===== src/srpg_pkg.sv =====
/*
 * Package of the SYSREF pulse generator control: register field layouts,
 * reset values, release-divider factor tables, delay step, state encoding
 * and the configuration and status carriers.
 * Assumes one clock (the synthesized output clock) and a serial register
 * interface outside this block that presents the register fields as levels.
 */
package srpg_pkg;

    // Release divider configuration field layout
    localparam int REL_CASCADE_BIT = 6;
    localparam int REL_UPPER_MSB   = 5;
    localparam int REL_UPPER_LSB   = 3;
    localparam int REL_LOWER_MSB   = 2;
    localparam int REL_LOWER_LSB   = 0;

    // Reset values of the register fields
    localparam logic [6:0] REL_DIV_RESET    = 7'h01;
    localparam logic [7:0] PULSE_CNT_RESET  = 8'h02;
    localparam logic [7:0] PHASE_DLY_RESET  = 8'h00;
    localparam logic       TRIG_SRC_RESET   = 1'b0;
    localparam logic       CONT_MODE_RESET  = 1'b0;

    // Single-stage factor is the code plus this offset (2..9)
    localparam logic [7:0] LOWER_FACTOR_BASE = 8'h02;

    // Upper stage factors of the cascaded release divider, indexed by code
    localparam logic [7:0] UPPER_FACTOR [8] = '{
        8'h02, 8'h04, 8'h06, 8'h08, 8'h0c, 8'h10, 8'h10, 8'h10
    };

    // Global SYSREF delay step; the analog line applies it, this block loads it
    localparam int DELAY_STEP_PS  = 339;
    localparam int DELAY_STEPS    = 256;

    // Release counter step, also the end-of-ratio offset
    localparam logic [7:0] RATIO_ONE = 8'h01;

    typedef enum logic [1:0] {
        SRPG_IDLE  = 2'b00,
        SRPG_ARMED = 2'b01,
        SRPG_RUN   = 2'b10
    } srpg_state_t;

    typedef struct packed {
        logic [6:0] sysref_release_divider_cfg;
        logic [7:0] sysref_pulse_count;
        logic [7:0] global_sysref_phase_delay;
        logic       sysref_trigger_source;
        logic       sysref_continuous_mode;
    } srpg_cfg_t;

    typedef struct packed {
        logic       sysref_launch_pending;
        logic       sysref_armed;
        logic       sysref_running;
        logic [7:0] pulses_left;
    } srpg_status_t;

endpackage : srpg_pkg


===== src/srpg_ctrl.sv =====
/*
 * SYSREF pulse generator control. Holds the launch sequencing, counted and
 * continuous modes, external trigger arming, alignment and delay loading.
 * Assumes the serial register interface presents the stored fields on cfg
 * and a one-cycle launch_wr pulse when software writes the launch bit as 1,
 * all on clk_sys. The external trigger pin is asynchronous.
 */
`timescale 1ns/1ps
module srpg_ctrl
    import srpg_pkg::*;
(
    input  wire logic         clk_sys,
    input  wire logic         rst,
    input  wire srpg_cfg_t    cfg,
    input  wire logic         launch_wr,
    input  wire logic         external_trigger_pin,
    output logic              sysref_outputs,
    output logic              sysref_power_up,
    output logic              sysref_align,
    output logic [7:0]        sysref_delay_loaded,
    output srpg_status_t      status
);

    // Trigger pin synchroniser and edge history
    logic        trig_meta_ff;
    logic        trig_sync_ff;
    logic        trig_prev_ff;
    logic        trig_rise;

    // Control state
    srpg_state_t state_ff;
    srpg_state_t nxt_state;
    logic [7:0]  left_ff;
    logic [7:0]  nxt_left;
    logic        pending_ff;
    logic        nxt_pending;
    logic        pulse_ff;
    logic        nxt_pulse;
    logic        power_ff;
    logic        nxt_power;
    logic        align_ff;
    logic        nxt_align;
    logic [7:0]  delay_ff;
    logic [7:0]  nxt_delay;
    logic        cont_ff;
    logic        nxt_cont;
    logic [6:0]  divcfg_ff;
    logic        cfg_changed;
    srpg_status_t status_ff;
    srpg_status_t nxt_status;

    logic        rel_tick;
    logic        start;

    srpg_release_div u_release_div (
        .clk_sys (clk_sys),
        .rst     (rst),
        .div_cfg (cfg.sysref_release_divider_cfg),
        .align   (align_ff),
        .tick    (rel_tick),
        .ratio   ()
    );

    // First stage feeds only the second stage
    always_ff @(posedge clk_sys) begin
        if (rst) begin
            trig_meta_ff <= 1'b0;
            trig_sync_ff <= 1'b0;
            trig_prev_ff <= 1'b0;
        end else begin
            trig_meta_ff <= external_trigger_pin;
            trig_sync_ff <= trig_meta_ff;
            trig_prev_ff <= trig_sync_ff;
        end
    end

    assign trig_rise   = trig_sync_ff & ~trig_prev_ff;
    // Changing the divider stops a continuous run so pulses never straddle ratios
    assign cfg_changed = (divcfg_ff != cfg.sysref_release_divider_cfg);

    always_comb begin
        nxt_state   = state_ff;
        nxt_left    = left_ff;
        nxt_pulse   = 1'b0;
        nxt_power   = power_ff;
        nxt_align   = 1'b0;
        nxt_delay   = delay_ff;
        nxt_cont    = cont_ff;
        nxt_pending = pending_ff;
        start       = 1'b0;

        if (launch_wr) begin
            nxt_power   = 1'b1;
            nxt_delay   = cfg.global_sysref_phase_delay;
            nxt_cont    = cfg.sysref_continuous_mode;
            nxt_left    = cfg.sysref_pulse_count;
            nxt_pending = 1'b1;
            if (cfg.sysref_trigger_source) begin
                nxt_state = SRPG_ARMED;
            end else begin
                // Immediate launch aligns at once and starts the run, no pin edge needed
                nxt_align = 1'b1;
                start     = 1'b1;
            end
        end

        case (state_ff)
            SRPG_IDLE: begin
                if (start) begin
                    nxt_state = SRPG_RUN;
                end
            end
            SRPG_ARMED: begin
                if (start) begin
                    nxt_state = SRPG_RUN;
                end else if (!launch_wr && trig_rise) begin
                    nxt_state = SRPG_RUN;
                    nxt_align = 1'b1;
                end
            end
            SRPG_RUN: begin
                if (launch_wr) begin
                    // Relaunch restarts from full count, or re-arms when external
                    nxt_state = cfg.sysref_trigger_source ? SRPG_ARMED : SRPG_RUN;
                end else if (cont_ff) begin
                    if (!cfg.sysref_continuous_mode || cfg_changed) begin
                        nxt_state   = SRPG_IDLE;
                        nxt_pending = 1'b0;
                    end else if (rel_tick) begin
                        nxt_pulse = 1'b1;
                    end
                end else if (left_ff == 8'h00) begin
                    nxt_state   = SRPG_IDLE;
                    nxt_pending = launch_wr;
                end else if (rel_tick) begin
                    nxt_pulse = 1'b1;
                    nxt_left  = left_ff - 8'h01;
                    if (left_ff == 8'h01) begin
                        nxt_state   = SRPG_IDLE;
                        nxt_pending = launch_wr;
                    end
                end
            end
            default: begin
                nxt_state = SRPG_IDLE;
            end
        endcase

        nxt_status.sysref_launch_pending = nxt_pending;
        nxt_status.sysref_armed          = (nxt_state == SRPG_ARMED);
        nxt_status.sysref_running        = (nxt_state == SRPG_RUN);
        nxt_status.pulses_left           = nxt_left;
    end

    always_ff @(posedge clk_sys) begin
        if (rst) begin
            state_ff   <= SRPG_IDLE;
            left_ff    <= PULSE_CNT_RESET;
            pulse_ff   <= 1'b0;
            power_ff   <= 1'b0;
            align_ff   <= 1'b0;
            delay_ff   <= PHASE_DLY_RESET;
            cont_ff    <= CONT_MODE_RESET;
            pending_ff <= 1'b0;
            divcfg_ff  <= REL_DIV_RESET;
            status_ff  <= '0;
        end else begin
            state_ff   <= nxt_state;
            left_ff    <= nxt_left;
            pulse_ff   <= nxt_pulse;
            power_ff   <= nxt_power;
            align_ff   <= nxt_align;
            delay_ff   <= nxt_delay;
            cont_ff    <= nxt_cont;
            pending_ff <= nxt_pending;
            divcfg_ff  <= cfg.sysref_release_divider_cfg;
            status_ff  <= nxt_status;
        end
    end

    assign sysref_outputs      = pulse_ff;
    assign sysref_power_up     = power_ff;
    assign sysref_align        = align_ff;
    assign sysref_delay_loaded = delay_ff;
    assign status              = status_ff;

endmodule : srpg_ctrl


===== src/srpg_release_div.sv =====
/*
 * Release divider of the SYSREF pulse generator: decodes the seven-bit
 * configuration into a ratio and ticks once per ratio cycles.
 * Assumes the caller pulses align on launch so that ticks line up with the
 * device-clock dividers, which are restarted by the same event outside.
 */
`timescale 1ns/1ps
module srpg_release_div
    import srpg_pkg::*;
(
    input  wire logic       clk_sys,
    input  wire logic       rst,
    input  wire logic [6:0] div_cfg,
    input  wire logic       align,
    output logic            tick,
    output logic [7:0]      ratio
);

    logic [7:0] cnt_ff;
    logic [7:0] nxt_cnt;
    logic       tick_ff;
    logic       nxt_tick;
    logic [7:0] lower_f;
    logic [7:0] dec_ratio;
    logic [15:0] prod;

    always_comb begin
        lower_f   = LOWER_FACTOR_BASE + {5'h00, div_cfg[REL_LOWER_MSB:REL_LOWER_LSB]};
        prod      = UPPER_FACTOR[div_cfg[REL_UPPER_MSB:REL_UPPER_LSB]] * lower_f;
        if (div_cfg[REL_CASCADE_BIT]) begin
            dec_ratio = prod[7:0];
        end else begin
            dec_ratio = lower_f;
        end
    end

    always_comb begin
        nxt_tick = 1'b0;
        if (align) begin
            nxt_cnt = 8'h00;
        end else if (cnt_ff >= dec_ratio - RATIO_ONE) begin
            nxt_cnt  = 8'h00;
            nxt_tick = 1'b1;
        end else begin
            nxt_cnt = cnt_ff + RATIO_ONE;
        end
    end

    always_ff @(posedge clk_sys) begin
        if (rst) begin
            cnt_ff  <= 8'h00;
            tick_ff <= 1'b0;
        end else begin
            cnt_ff  <= nxt_cnt;
            tick_ff <= nxt_tick;
        end
    end

    // A tick counted before the alignment is stale and would release early
    assign tick  = tick_ff & ~align;
    assign ratio = dec_ratio;

endmodule : srpg_release_div


===== config.mk =====
export PLATFORM = sky130hd
export DESIGN_NAME = srpg_ctrl
export DESIGN_NICKNAME = d
export VERILOG_FILES = /design/src/srpg_pkg.sv /design/src/srpg_ctrl.sv /design/src/srpg_release_div.sv
export SDC_FILE = /design/constraint.sdc
export NUM_CORES = 1
export LEC_CHECK = 0
export BUFFER_PORTS_ARGS = -buffer_cell sky130_fd_sc_hd__buf_2
export CAP_MARGIN = 20
export CORE_ASPECT_RATIO = 2
export CORE_MARGIN = 2
export CORE_UTILIZATION = 50
export DETAILED_ROUTE_END_ITERATION = 16
export GPL_TIMING_DRIVEN = 1
export PLACE_DENSITY = 0.76
export SLEW_MARGIN = 20
export SYNTH_ARGS = -nofsm -noshare
export SYNTH_HDL_FRONTEND = slang
export SYNTH_HIERARCHICAL = 1
export SYNTH_SLANG_ARGS = --single-unit

===== constraint.sdc =====
create_clock -name clk_sys -period 4.8 [get_ports clk_sys]
set_clock_uncertainty 0.2 [all_clocks]
set_input_delay 0.96 -clock clk_sys [delete_from_list [all_inputs] [get_ports clk_sys]]
set_output_delay 0.96 -clock clk_sys [all_outputs]
set_load 0.01 [all_outputs]

==> impl_metrics.toml <==
[die]
core_um2 = 5420
die_area_um2 = 6240
io_pins = 51
die_w_um = 56.9
start_util_pct = 51.6
row_count = 38
dieHeight_um = 110

[route]
wl_per_cell_um = 14.5
dr.pass1.iters = 4
wirelength_um = 6230
vias = 2403
final_antenna_net_count = 0
initialDrtViolationCount = 106
drc = 0
viasPerCell = 5.59

[synthesis]
synthArstFlopShare_pct = 0
yosysSeqAreaShare_pct = 32.2
synth_warnings = 6
synth_edf_count = 0
synth_seq_cells = 45
postSynthAreaPerCell_um2 = 8.99
syn-num-nets = 371
synth_flop_cell = "dfxtp_1"
ys_types = 52
yosysTopAreaCell = "dfxtp_1"
yosysTopAreaCellShare_pct = 32.2
synth_cells = 311
synth_area_leaders = "dfxtp_1 (32%), ha_1 (12%), nor2_1 (4.8%)"
syn_area_um2 = 2800

[critical_path]
worstSetupPathType = "primary input to register"
critPathCaptureType = "register"
critPathRequiredTime_ns = 4.80
cp_cell_sequence = "buf_8 -> inv_4 -> ha_4 -> mux2i_2 -> nand2b_4 -> fa_1 -> fa_1 -> inv_1 -> ha_1 -> a21o_1 -> a21oi_2 -> mux2i_2 -> nor3_2 -> xnor2_1 -> ha_1 -> nand4_1 -> o32a_4 -> nand2_4 -> nor2_1"
slowest_stage = "fa_1"
path_max_fanout = 7
slowest_delay_ns = 0.54
crit_path_start_kind = "primary input"
worstPathArrival_ns = 4.65

[grt]
grt_usage_pct = 20.8
antenna_found_initial = 0
grt_pass1_vias = 2363
grt-ovfl-total = 0
grt_pass1_wl_um = 10200
grt_max_degree = 38

[timing]
hold_violations = 0
max_slew.worst_pin.slew_ns = 0.677
fin_crit_sh_pct = 97.0
relSlewSlack_pct = 54.9
rsz0062_at_grt = "yes"
setup_violations = 0
timing.fmax_mhz = 215
report.final.slew_viol_count = 0
min_period_ns = 4.65

[clock_tree]
cts_tree = "built"
cts.path.max_buffers = 2
clock-sinks = 45
cts-root-buf = "clkbuf_8"
cts_buffers = 5
clock_latency_ns = 0.30
clkTransAtPathRegs_ns = 0.08
htreeDepth = 2
post_cts_buffers = 0

[placed_design]
post_dp_cell_area_um2 = 3190
gp_congestion = 0.825
hpwl_um = 4810
dpl.cell_count = 422
portBuffers = 50

[layout]
final_design_area_no_fill_um2 = 3370
drive_gt1_share_pct = 27.3
layout.cells.non_filler = 430
nFillCells = 470
antennaDiodeCount = 0
area_growth_pct = 20.6
finalNetCount = 429

[outcome]
status = "complete, no violations"

[power_and_ir_drop]
ir_drop_uv = 265
finalPower_uw = 932
p_per_area_nw_per_um2 = 276
leakage_nw = 1.58

[flow_run]
max-cap-violations = 0

[min_path]
hp-class = "register to register"
[path summary, 6_finish.rpt]
check | start | to | slack (ns) | depth (start not counted)
hold reg to reg | trig_meta_ff | trig_sync_ff | 0.26 | 1
setup / recovery | cfg[22] | u_release_div/cnt_ff[5] | 0.15 | 19
hold / removal | trig_meta_ff | trig_sync_ff | 0.26 | 1
setup reg to reg | left_ff[0] | left_ff[4] | 2.52 | 6
[power by group]
part / leakage (nW) / total [mW] / switching, mW / internal [mW]
logic: 1.15 / 0.238 / 0.122 / 0.116
registers: 0.371 / 0.411 / 0.0167 / 0.394
clock network: 0.0554 / 0.283 / 0.127 / 0.156
[Yosys cell counts, types with 3 or more instances]
cell type	instances
dfxtp_1	45
nor2_1	36
ha_1	27
inv_1	20
nor2b_1	18
mux2i_1	13
nand2_1	13
xor2_1	13
nand2b_1	12
xnor2_1	10
a21oi_1	9
buf_4	9
a31oi_1	7
nand3_1	7
clkbuf_1	6
nor3_1	6
a211oi_1	5
fa_1	4
and3_1	3
nand4_1	3
nor4_1	3
or3_1	3
[flip-flops by register name, summed over array words and instances (netlist names)]
register,cells
cont_ff,1
divcfg_ff,7
left_ff,8
state_ff,2
status,4
sysref_align,1
sysref_delay_loaded,8
sysref_outputs,1
sysref_power_up,1
trig_meta_ff,1
trig_prev_ff,1
trig_sync_ff,1
u_release_div/cnt_ff,8
u_release_div/tick_ff,1
[metal layers]
| metal | share of wire [%] | vias up | global-route usage, % |
|---|---|---|---|
| li1 | - | 1174 | - |
| met1 | 36 | 1168 | 20.4 |
| met2 | 57 | 44 | 39.3 |
| met3 | 2.4 | 17 | 2.35 |
| met4 | 4.7 | 0 | 14.5 |
| met5 | 0 | - | 0 |
[per-stage QoR]
step	hold slack (ns)	setup slack (ns)	TNS (ns)	utilization, %
5_1_grt	0.280	-0.00387	-0.00387	62.2
6_report	0.262	0.145	0	62.2
3_5_place_dp	0.251	-0.284	-2.49	58.9
2_1_floorplan	0.214	0.0151	0	-
3_3_place_gp	0.244	-0.161	-1.43	58.9
4_1_cts	0.265	0.0412	0	61.0
[placed cells by master (no fill, tap or decap), types with 5 or more instances in the layout]
cell type | Yosys | routed
a21oi_1 | 9 | 8
a31oi_1 | 7 | 7
buf_2 | 0 | 48
buf_4 | 9 | 18
clkbuf_8 | 0 | 5
dfxtp_1 | 45 | 45
ha_1 | 27 | 25
inv_1 | 20 | 18
mux2i_1 | 13 | 10
nand2_1 | 13 | 13
nand2b_1 | 12 | 11
nand3_1 | 7 | 7
nor2_1 | 36 | 35
nor2b_1 | 18 | 18
nor3_1 | 6 | 6
xnor2_1 | 10 | 10
xor2_1 | 13 | 13
[worst max-delay path: cells and delay by family]
| family | cells | cell delay [ns] |
|---|---|---|
| buffers and inverters | 3 | 0.21 |
| multiplexers | 2 | 0.46 |
| XOR/XNOR | 1 | 0.14 |
| adder cells (fa/ha/maj) | 5 | 1.71 |
| AND/OR/NAND/NOR | 5 | 0.47 |
| AO/OA/AOI/OAI | 3 | 0.70 |
[cells by family after synthesis]
logic type / synth area share (%)
simple gates: 23.5
flops: 32.2
compound gates: 9.93
buf+inv: 6.58
fa+ha+maj: 14.9
xor+xnor: 7.20
mux: 5.59
[layout make-up]
type | count | area [µm²] | share of cell area, %
multi-input cells | 228 | 1800 | 53.4
flip-flops and latches | 45 | 901 | 26.7
inverters | 21 | 83.8 | 2.49
well taps | 60 | 75.1 | 2.23
clock inverters | 2 | 38.8 | 1.15
repair buffers | 68 | 402 | 11.9
clock buffers | 6 | 72.6 | 2.15
[timing repair]
| item | in CTS | in global routing |
|---|---|---|
| hold buffers | 0 | 0 |
| endpoints found under the setup margin | 0 | 9 |
| resized for setup | 0 | 14 |
No activity file was read; power rests on OpenSTA's default activity.
